**src/verilog/digest_service_defs.vh**
```
`ifndef DIGEST_SERVICE_DEFS_VH
`define DIGEST_SERVICE_DEFS_VH

// Clock
`define CLK_PERIOD_NS        25

// Service command codes
`define CMD_SERIAL_ID        8'h00
`define CMD_USER_CODE        8'h01
`define CMD_DIGEST           8'h47

// Option word bit positions
`define OPT_FABRIC           0
`define OPT_CONFIG_DATA      1
`define OPT_ROM_PAGE         2
`define OPT_USER_SECURITY    3
`define OPT_KEY_PUF          4
`define OPT_KEY_EC           5
`define OPT_KEY_PUB1         6
`define OPT_KEY_ENC1         7
`define OPT_WIDTH            8

// Status codes
`define STATUS_OK            8'h00
`define STATUS_DIGEST_FAIL   8'h01
`define STATUS_NO_AREA       8'h02
`define STATUS_BAD_CMD       8'hFF

// Mailbox word counts
`define SERIAL_WORDS         3'h4
`define USER_CODE_WORDS      3'h1

// Timing
`define DIGEST_TIME_NS       100000
`define DIGEST_CYCLES        ((`DIGEST_TIME_NS + `CLK_PERIOD_NS - 1) / `CLK_PERIOD_NS)
`define SUSPEND_SETTLE_NS    100
`define SUSPEND_SETTLE_CYC   ((`SUSPEND_SETTLE_NS + `CLK_PERIOD_NS - 1) / `CLK_PERIOD_NS)
`define RELOCK_MAX_NS        50000
`define RELOCK_MAX_CYC       (`RELOCK_MAX_NS / `CLK_PERIOD_NS)
`define LED_TICK_NS          100000000
`define LED_TICK_CYC         (`LED_TICK_NS / `CLK_PERIOD_NS)

// Reset values
`define LED_COUNT_RESET      4'h0
`define STATUS_RESET         8'h00

`endif

```
**src/verilog/level_sync.v**
```verilog
`timescale 1ns/1ps
module level_sync (
  clk_sys,
  rst,
  din,
  dout
);
  input  wire clk_sys;
  input  wire rst;
  input  wire din;
  output reg  dout;

  reg         stage_reg;

  // First stage feeds only the second
  always @(posedge clk_sys) begin
    if (rst) begin
      stage_reg <= 1'b0;
      dout      <= 1'b0;
    end else begin
      stage_reg <= din;
      dout      <= stage_reg;
    end
  end
endmodule

```
**src/verilog/digest_service_engine.v**
```verilog
// Notes on behaviour
// - Fabric digest holds fabric suspended, clocks gated.
// - Digest end leaves suspend, restarts PLLs, clocks.
// - Status zero means digest passed.
// - Serial fetch returns 128-bit unique identifier.
// - User code fetch returns 32-bit signature.
// - Counter freezes, LEDs dark, during fabric digest.
// - Busy during service; status valid in the cycle busy drops.
`timescale 1ns/1ps
`include "digest_service_defs.vh"
module digest_service_engine #(
  parameter [127:0] SERIAL_ID_VALUE = 128'h0F1E2D3C4B5A69788796A5B4C3D2E1F0, // Arbitrary value
  parameter [31:0]  USER_CODE_VALUE = 32'h13572468, // Arbitrary value
  parameter integer LED_TICK        = `LED_TICK_CYC
) (
  clk_sys,
  rst,
  service_req,
  service_cmd,
  mailbox_write_data,
  digest_fail_in,
  pll_lock_in,
  service_busy,
  status_code,
  status_valid,
  mailbox_read_data,
  mailbox_read_valid,
  flop_restore_flag,
  fabric_clk_en,
  pll_power_down,
  io_input_en,
  led_out
);
  input  wire                    clk_sys;
  input  wire                    rst;
  input  wire                    service_req;
  input  wire [7:0]              service_cmd;
  input  wire [`OPT_WIDTH-1:0]   mailbox_write_data;
  input  wire                    digest_fail_in;
  input  wire                    pll_lock_in;
  output reg                     service_busy;
  output reg  [7:0]              status_code;
  output reg                     status_valid;
  output reg  [31:0]             mailbox_read_data;
  output reg                     mailbox_read_valid;
  output reg                     flop_restore_flag;
  output reg                     fabric_clk_en;
  output reg                     pll_power_down;
  output reg                     io_input_en;
  output reg  [3:0]              led_out;

  localparam [2:0] ST_IDLE    = 3'h0;
  localparam [2:0] ST_SUSPEND = 3'h1;
  localparam [2:0] ST_RUN     = 3'h2;
  localparam [2:0] ST_RESUME  = 3'h3;
  localparam [2:0] ST_RELOCK  = 3'h4;
  localparam [2:0] ST_READ    = 3'h5;
  localparam [2:0] ST_DONE    = 3'h6;

  localparam integer DIGEST_INT = `DIGEST_CYCLES;
  localparam integer SETTLE_INT = `SUSPEND_SETTLE_CYC;
  localparam integer RELOCK_INT = `RELOCK_MAX_CYC;
  localparam [15:0]  DIGEST_CNT = DIGEST_INT[15:0];
  localparam [15:0]  SETTLE_CNT = SETTLE_INT[15:0];
  localparam [15:0]  RELOCK_CNT = RELOCK_INT[15:0];
  localparam [31:0] LED_TICK_W = LED_TICK;

  reg  [2:0]             state_reg;
  reg  [15:0]            timer_reg;
  reg  [`OPT_WIDTH-1:0]  options_reg;
  reg  [7:0]             cmd_reg;
  reg  [2:0]             word_idx_reg;
  reg  [2:0]             word_cnt_reg;
  reg                    fail_reg;
  reg  [31:0]            led_div_reg;
  reg  [3:0]             led_count_reg;
  wire                   digest_fail_sync;
  wire                   pll_lock_sync;
  reg  [31:0]            read_word;

  level_sync fail_sync (
    .clk_sys (clk_sys),
    .rst     (rst),
    .din     (digest_fail_in),
    .dout    (digest_fail_sync)
  );

  level_sync lock_sync (
    .clk_sys (clk_sys),
    .rst     (rst),
    .din     (pll_lock_in),
    .dout    (pll_lock_sync)
  );

  // Serial words leave low word first
  always @* begin
    read_word = USER_CODE_VALUE;
    if (cmd_reg == `CMD_SERIAL_ID) begin
      case (word_idx_reg)
        3'h0:    read_word = SERIAL_ID_VALUE[31:0];
        3'h1:    read_word = SERIAL_ID_VALUE[63:32];
        3'h2:    read_word = SERIAL_ID_VALUE[95:64];
        default: read_word = SERIAL_ID_VALUE[127:96];
      endcase
    end
  end

  always @(posedge clk_sys) begin
    if (rst) begin
      state_reg          <= ST_IDLE;
      timer_reg          <= 16'h0000;
      options_reg        <= {`OPT_WIDTH{1'b0}};
      cmd_reg            <= 8'h00;
      word_idx_reg       <= 3'h0;
      word_cnt_reg       <= 3'h0;
      fail_reg           <= 1'b0;
      service_busy       <= 1'b0;
      status_code        <= `STATUS_RESET;
      status_valid       <= 1'b0;
      mailbox_read_data  <= 32'h00000000;
      mailbox_read_valid <= 1'b0;
      flop_restore_flag  <= 1'b0;
      fabric_clk_en      <= 1'b1;
      pll_power_down     <= 1'b0;
      io_input_en        <= 1'b1;
    end else begin
      status_valid       <= 1'b0;
      mailbox_read_valid <= 1'b0;
      flop_restore_flag  <= 1'b0;
      case (state_reg)
        ST_IDLE: begin
          // Requests seen only here, so any made while busy are dropped
          if (service_req) begin
            service_busy <= 1'b1;
            cmd_reg      <= service_cmd;
            options_reg  <= mailbox_write_data;
            fail_reg     <= 1'b0;
            word_idx_reg <= 3'h0;
            timer_reg    <= 16'h0000;
            if (service_cmd == `CMD_SERIAL_ID) begin
              word_cnt_reg <= `SERIAL_WORDS;
              state_reg    <= ST_READ;
            end else if (service_cmd == `CMD_USER_CODE) begin
              word_cnt_reg <= `USER_CODE_WORDS;
              state_reg    <= ST_READ;
            end else if (service_cmd == `CMD_DIGEST) begin
              if (mailbox_write_data == {`OPT_WIDTH{1'b0}}) begin
                status_code <= `STATUS_NO_AREA;
                state_reg   <= ST_DONE;
              end else if (mailbox_write_data[`OPT_FABRIC]) begin
                state_reg   <= ST_SUSPEND;
              end else begin
                state_reg   <= ST_RUN;
              end
            end else begin
              status_code <= `STATUS_BAD_CMD;
              state_reg   <= ST_DONE;
            end
          end
        end
        ST_SUSPEND: begin
          // Clocks low first, then PLLs and input buffers off
          fabric_clk_en <= 1'b0;
          if (timer_reg >= SETTLE_CNT) begin
            pll_power_down <= 1'b1;
            io_input_en    <= 1'b0;
            timer_reg      <= 16'h0000;
            state_reg      <= ST_RUN;
          end else begin
            timer_reg <= timer_reg + 16'h0001;
          end
        end
        ST_RUN: begin
          if (digest_fail_sync) begin
            fail_reg <= 1'b1;
          end
          if (timer_reg >= DIGEST_CNT - 16'h0001) begin
            timer_reg <= 16'h0000;
            if (options_reg[`OPT_FABRIC]) begin
              state_reg <= ST_RESUME;
            end else begin
              state_reg <= ST_DONE;
            end
          end else begin
            timer_reg <= timer_reg + 16'h0001;
          end
        end
        ST_RESUME: begin
          // Leaves suspend with no outside help
          pll_power_down    <= 1'b0;
          io_input_en       <= 1'b1;
          fabric_clk_en     <= 1'b1;
          flop_restore_flag <= 1'b1;
          state_reg         <= ST_RELOCK;
        end
        ST_RELOCK: begin
          // Busy stays high so reset logic masks lock loss meanwhile
          if (pll_lock_sync || timer_reg >= RELOCK_CNT) begin
            timer_reg <= 16'h0000;
            state_reg <= ST_DONE;
          end else begin
            timer_reg <= timer_reg + 16'h0001;
          end
        end
        ST_READ: begin
          mailbox_read_data  <= read_word;
          mailbox_read_valid <= 1'b1;
          word_idx_reg       <= word_idx_reg + 3'h1;
          if (word_idx_reg == word_cnt_reg - 3'h1) begin
            status_code <= `STATUS_OK;
            state_reg   <= ST_DONE;
          end
        end
        ST_DONE: begin
          // Status valid in the same cycle busy drops
          if (cmd_reg == `CMD_DIGEST && options_reg != {`OPT_WIDTH{1'b0}}) begin
            status_code <= fail_reg ? `STATUS_DIGEST_FAIL : `STATUS_OK;
          end
          status_valid <= 1'b1;
          service_busy <= 1'b0;
          state_reg    <= ST_IDLE;
        end
        default: begin
          state_reg    <= ST_IDLE;
          service_busy <= 1'b0;
        end
      endcase
    end
  end

  // Counter is enabled by fabric_clk_en, so it holds while gated
  always @(posedge clk_sys) begin
    if (rst) begin
      led_div_reg   <= 32'h00000000;
      led_count_reg <= `LED_COUNT_RESET;
      led_out       <= 4'h0;
    end else begin
      if (fabric_clk_en) begin
        if (led_div_reg >= LED_TICK_W - 32'h00000001) begin
          led_div_reg   <= 32'h00000000;
          led_count_reg <= led_count_reg + 4'h1;
        end else begin
          led_div_reg <= led_div_reg + 32'h00000001;
        end
      end
      led_out <= fabric_clk_en ? led_count_reg : 4'h0;
    end
  end
endmodule

```
**config.mk**
```make
export PLATFORM = sky130hd
export DESIGN_NAME = digest_service_engine
export DESIGN_NICKNAME = d
export VERILOG_FILES = /design/src/verilog/level_sync.v /design/src/verilog/digest_service_engine.v
export VERILOG_INCLUDE_DIRS = /design/src /design/src/verilog
export SDC_FILE = /design/constraint.sdc
export NUM_CORES = 1
export LEC_CHECK = 0
export ABC_CLOCK_PERIOD_IN_PS = 2500
export BUFFER_PORTS_ARGS = -buffer_cell sky130_fd_sc_hd__buf_2
export CORE_MARGIN = 3
export CORE_UTILIZATION = 47
export CTS_CLUSTER_DIAMETER = 150
export DETAILED_ROUTE_END_ITERATION = 10
export GPL_TIMING_DRIVEN = 0
export HOLD_SLACK_MARGIN = 0.02
export PLACE_DENSITY = 0.74
export SKIP_CTS_REPAIR_TIMING = 1
export SLEW_MARGIN = 20
export SYNTH_ARGS = -nofsm -noshare
export SYNTH_HDL_FRONTEND = slang
export SYNTH_HIERARCHICAL = 1
export SYNTH_SLANG_ARGS = --single-unit
```
**constraint.sdc**
```tcl
create_clock -name clk_sys -period 2.5 [get_ports clk_sys]
set_input_delay 0.125 -clock clk_sys [delete_from_list [all_inputs] [get_ports clk_sys]]
set_output_delay 0.125 -clock clk_sys [all_outputs]
set_load 0.05 [all_outputs]
```
==> impl_metrics.toml, run 1 <==
[hold_path]
hold_depth = 3
hold_start = "service_cmd[3]"
whs_endpoint = "cmd_reg[3]$_SDFFE_PP0P_"
hold_class = "input port to flop"

[synthesis]
netlist_top_cells_count = "dfxtp_1 (105), nor2_1 (72), nand2_1 (69)"
synthCells = 578
ys_top_cells_by_area = "dfxtp_1 (43%), nor2_1 (5.5%), nand2_1 (5.3%)"
yosysMostFrequentCell = "dfxtp_1"
synth_area_leader_cell = "dfxtp_1"
syn_area_um2 = 4880
synth-seq-cells = 105
ys_seq_area_share_pct = 43.0
syn_avg_cell_area_um2 = 8.45
synth_top_area_share_pct = 43.0
async_flop_share_pct = 0
synth_cell_types = 60
synth_ff_type = "dfxtp_1"
synth_edf_count = 0
ys_warn_count = 6

[global_route]
grt_pass1_vias = 4037
grt_use_total_pct = 18.9
grt_start_max_net_pins = 15
grt_remaining_overflow = 0
grt_pass1_wl_mm = 18.0
antenna_found_initial = 0

[setup_path]
worstPathRequired_ns = 2.76
rr_worst_depth = 7
startpoint_type = "flop"
cp.arrival_ns = 2.41
crit_fanout = 10
timing.rr.start = "timer_reg[0]$_SDFFE_PP0P_"
worstSetupPathType = "flop to flop"
rrSetupSlack_ns = 0.35
reg2reg_to = "timer_reg[7]$_SDFFE_PP0P_"
worstSetupEndpointType = "flop"
startpoint = "timer_reg[0]$_SDFFE_PP0P_"

[floorplan]
die_y_um = 108
start_util_pct = 49.1
io_pins = 72
core-area_um2 = 9950
die_x_um = 108
dieArea_um2 = 11600
fp-row-count = 36

[clock_tree]
root_buffer = "clkbuf_8"
htree_levels = 3
insertion_delay_ns = 0.37
cts.path.max_buffers = 2
cts_tree = "done"
cts_buffers = 9
cts.sinks = 105
clkTransAtPathRegs_ns = 0.09

[final_layout]
multi_input_area_um2 = 2450
layout.nets = 704
largest_register_ffs = 32
regArea_um2 = 2100
utilization_pct = 57.3
area_growth_pct = 16.8
antenna_cells = 0
drive_above_1_share_pct = 18.2
n_fill_cell = 921
stdcell_area_um2 = 5700

[detailed_routing]
antenna_left = 0
via_per_inst = 5.28
routedWlPerCell_um = 13.4
first_pass_iters = 4
drt_wl_total_mm = 10.8
drtIter0Drc = 179
drc = 0
num_vias = 4273

[timing]
layout_min_cycle_time_ns = 2.15
totalNegativeSetupSlack_ns = 0
worstMarginPinSlew_ns = 0.711
skew_ns = 0.00865
final_hold_viol_count = 0
timing.hold.ws_ns = 0.00951
setup_slack_ns = 0.353
setup_viol = 0
drv_slew = 0
final.period_utilization_pct = 85.9
slew_headroom_pct = 52.3
fmax_mhz = 466
rsz0062_at_grt = "no"

[run_status]
outcome = "finished, final reports clean"

[placed_design]
placed_area_um2 = 5390
dp_slack_ns = 0.357
gp_congestion = 0.883
portBuffers = 65
place_hpwl_mm = 7.85

[power_and_ir_drop]
p_leak_nw = 2.29
power.density_nw_per_um2 = 686
peakVddDrop_uv = 541

[run]
cap_violations = 0
## cell families (layout without fill, tap and decap cells)
group	count (synthesis)	after routing	share of synthesized area, %
simple gates	264	264	27.6
flops	105	105	43.0
compound gates	86	86	10.7
buf+inv	63	157	7.17
xor+xnor	43	43	7.71
fa+ha+maj	9	9	2.25
mux	7	7	1.49
other cells	1	6	0.0768
## through the flow
| step | std cells | power [mW] |
|---|---|---|
| 2_1_floorplan | 583 | 2.79 |
| 3_3_place_gp | 781 | 3.01 |
| 3_5_place_dp | 781 | 3.04 |
| 4_1_cts | 794 | 3.92 |
| 5_1_grt | 810 | 4.13 |
| 6_report | 810 | 3.92 |
## critical path: stages (launching register included)
cell and delay, ns:
dfxtp_1 0.43, ha_1 0.22, nand4_1 0.10, a211oi_1 0.32, o21ai_0 0.30, o31ai_2 0.36
buf_4 0.24, nor2_1 0.06
## per-layer routing
| metal | GRT usage, % | wire, um |
|---|---|---|
| met5 | 0 | 0 |
| met4 | 5.14 | 138 |
| met3 | 4.54 | 417 |
| met2 | 32.9 | 5440 |
| met1 | 23.5 | 4820 |
## power breakdown
part | internal, mW | switching [mW] | total (mW)
sequential | 1.79 | 0.0937 | 1.88
clock | 0.373 | 0.516 | 0.888
combinational | 0.381 | 0.766 | 1.15
## layout by cell type (no fill, tap or decap), drive strengths merged, types with 3 or more instances in the layout
master	n
dfxtp	105
buf	101
nor2	72
nand2	69
a21oi	40
clkbuf	27
xor2	23
nand3	21
xnor2	20
nand4	19
nor4	19
o21ai	17
dlygate4sd3	16
nor3	14
inv	12
and3	9
ha	8
nor2b	6
conb	6
or4	6
or3	5
a31oi	5
mux2i	5
and2	5
and4	4
o211ai	3
nor3b	3
nor4b	3
## layout make-up
type / instances / share of cell area [%]
well taps: 133 / 2.92
inverters: 12 / 0.790
clock buffers: 12 / 2.54
clock inverters: 1 / 0.0877
plain buffers: 51 / 5.35
multi-input cells: 415 / 42.9
flip-flops and latches: 105 / 36.9
repair buffers: 81 / 8.51
## worst max-delay path by stage
stage                                         endpoint  slack, ns  depth (start not counted)
final                        timer_reg[7]$_SDFFE_PP0P_       0.35                          7
after global routing       led_div_reg[3]$_SDFFE_PP0P_      0.009                          6
after CTS                  led_div_reg[2]$_SDFFE_PP0P_       0.33                          6
after detailed placement  led_div_reg[17]$_SDFFE_PP0P_       0.36                          6
after global placement    led_div_reg[17]$_SDFFE_PP0P_       0.37                          6
after floorplan           led_div_reg[17]$_SDFFE_PP0P_       0.50                          6
Power figures use the tool's default switching activity.
==> run 2: changes to the inputs <==
--- a/config.mk
+++ b/config.mk
@@ -8,3 +8,3 @@
 export LEC_CHECK = 0
-export ABC_CLOCK_PERIOD_IN_PS = 2500
+export ABC_CLOCK_PERIOD_IN_PS = 2800
 export BUFFER_PORTS_ARGS = -buffer_cell sky130_fd_sc_hd__buf_2
@@ -17,2 +17,3 @@
 export PLACE_DENSITY = 0.74
+export REMOVE_ABC_BUFFERS = 1
 export SKIP_CTS_REPAIR_TIMING = 1
==> constraint.sdc (replaced) <==
create_clock -name clk_sys -period 2.8 [get_ports clk_sys]
set_input_delay 0.28 -clock clk_sys [delete_from_list [all_inputs] [get_ports clk_sys]]
set_output_delay 0.28 -clock clk_sys [all_outputs]
set_load 0.05 [all_outputs]
==> impl_metrics.toml, run 2 (synthesized netlist as in run 1, its figures left out) <==
[detailed_routing]
drc = 0
via_per_inst = 5.35
num_vias = 3985
drt_wl_total_mm = 9.90
drtIter0Drc = 197
routedWlPerCell_um = 13.3
antenna_left = 0
first_pass_iters = 4

[placed_design]
dp_slack_ns = 0.392
place_hpwl_mm = 7.00
dp.cells = 730
gp_congestion = 0.786
portBuffers = 65

[final_layout]
layout_common_cells = "dfxtp_1 (105), nor2_1 (72), nand2_1 (69)"
n_fill_cell = 940
regArea_um2 = 2100
area_growth_pct = 7.89
layout_commonest_cell = "dfxtp_1"
layout.nets = 637
final_cells = 745
utilization_pct = 52.9
multi_input_area_um2 = 2460
drive_above_1_share_pct = 15.0
largest_register_ffs = 32
antenna_cells = 0

[setup_path]
crit_fanout = 21
worstSetupPathType = "flop to flop"
worstSetupEndpointType = "flop"
startpoint_type = "flop"
cp.arrival_ns = 2.69
worstPathRequired_ns = 3.08

[power_and_ir_drop]
p_leak_nw = 2.03
power.density_nw_per_um2 = 650
peakVddDrop_uv = 813

[timing]
slew_headroom_pct = 39.5
timing.hold.ws_ns = 0.115
fmax_mhz = 415
rsz0062_at_grt = "no"
drv_slew = 0
final.period_utilization_pct = 86.1
skew_ns = 0.0102
worstMarginPinSlew_ns = 0.900
layout_min_cycle_time_ns = 2.41
setup_viol = 0
setup_slack_ns = 0.389
final_hold_viol_count = 0

[global_route]
grt_use_total_pct = 17.8
grt_remaining_overflow = 0
grt_pass1_vias = 3907
grt_pass1_wl_mm = 17.0
grt_start_max_net_pins = 51
antenna_found_initial = 0

[hold_path]
hold_class = "input port to flop"

[clock_tree]
htree_levels = 3
insertion_delay_ns = 0.37
cts.sinks = 105
cts_buffers = 9
cts_tree = "done"
cts.path.max_buffers = 2
clkTransAtPathRegs_ns = 0.10
root_buffer = "clkbuf_8"

[floorplan]
core-area_um2 = 9950
io_pins = 72
fp-row-count = 36
dieArea_um2 = 11600
die_y_um = 108
die_x_um = 108
start_util_pct = 49.1

[run]
cap_violations = 0

[run_status]
outcome = "finished, final reports clean"
run 2: changes by cell type in the layout (fill, tap and decap cells not counted), sizes merged:
cell         previous run  this run
buf                   101        65
clkbuf                 27        10
clkinvlp                0         2
dlygate4sd3            16         0
inv                    12        14
run 2: worst paths after layout:
path	startpoint	end	slack, ns	cells past startpoint
hold / removal	pll_lock_in	lock_sync/stage_reg$_SDFF_PP0_	0.12	2
hold reg to reg	lock_sync/stage_reg$_SDFF_PP0_	lock_sync/dout$_SDFF_PP0_	0.45	1
setup / recovery	state_reg[1]$_SDFFE_PP0P_	status_code[0]$_SDFFE_PP0P_	0.39	5
setup reg to reg	state_reg[1]$_SDFFE_PP0P_	status_code[0]$_SDFFE_PP0P_	0.39	5
run 2: power by group:
group	switching (mW)	internal, mW	total [mW]
Sequential	0.132	1.59	1.73
Clock	0.522	0.327	0.849
Combinational	0.601	0.249	0.850
run 2: cell type report:
| type | count | share of cell area, % |
|---|---|---|
| multi-input cells | 415 | 46.7 |
| inverters | 12 | 0.855 |
| well taps | 133 | 3.16 |
| repair buffers | 65 | 6.17 |
| clock inverters | 5 | 0.784 |
| clock buffers | 10 | 2.42 |
| flip-flops and latches | 105 | 39.9 |
run 2: worst max-delay path, stage by stage (launching register included):
cell and delay (ns):
dfxtp_1 0.54, or4b_1 0.91, a21oi_1 0.30, a2bb2oi_1 0.30, a21oi_1 0.11, nor3_1 0.18
run 2: through the flow:
step / setup TNS (ns) / total power, mW / cell area [um^2]
floorplan: 0 / 2.39 / 4600
global placement: -8.65 / 2.59 / 5090
global route: 0 / 3.62 / 5270
finish: 0 / 3.43 / 5270
CTS: 0 / 3.45 / 5270
detailed placement: 0 / 2.61 / 5100
run 2: layer usage:
metal  track usage, %  share of wire (%)  routed length [um]
met4             5.86                1.1                 109
met3             4.24                5.1                 500
met2             30.7                 48                4770
met1             21.7                 46                4520
met5                0                  0                   0
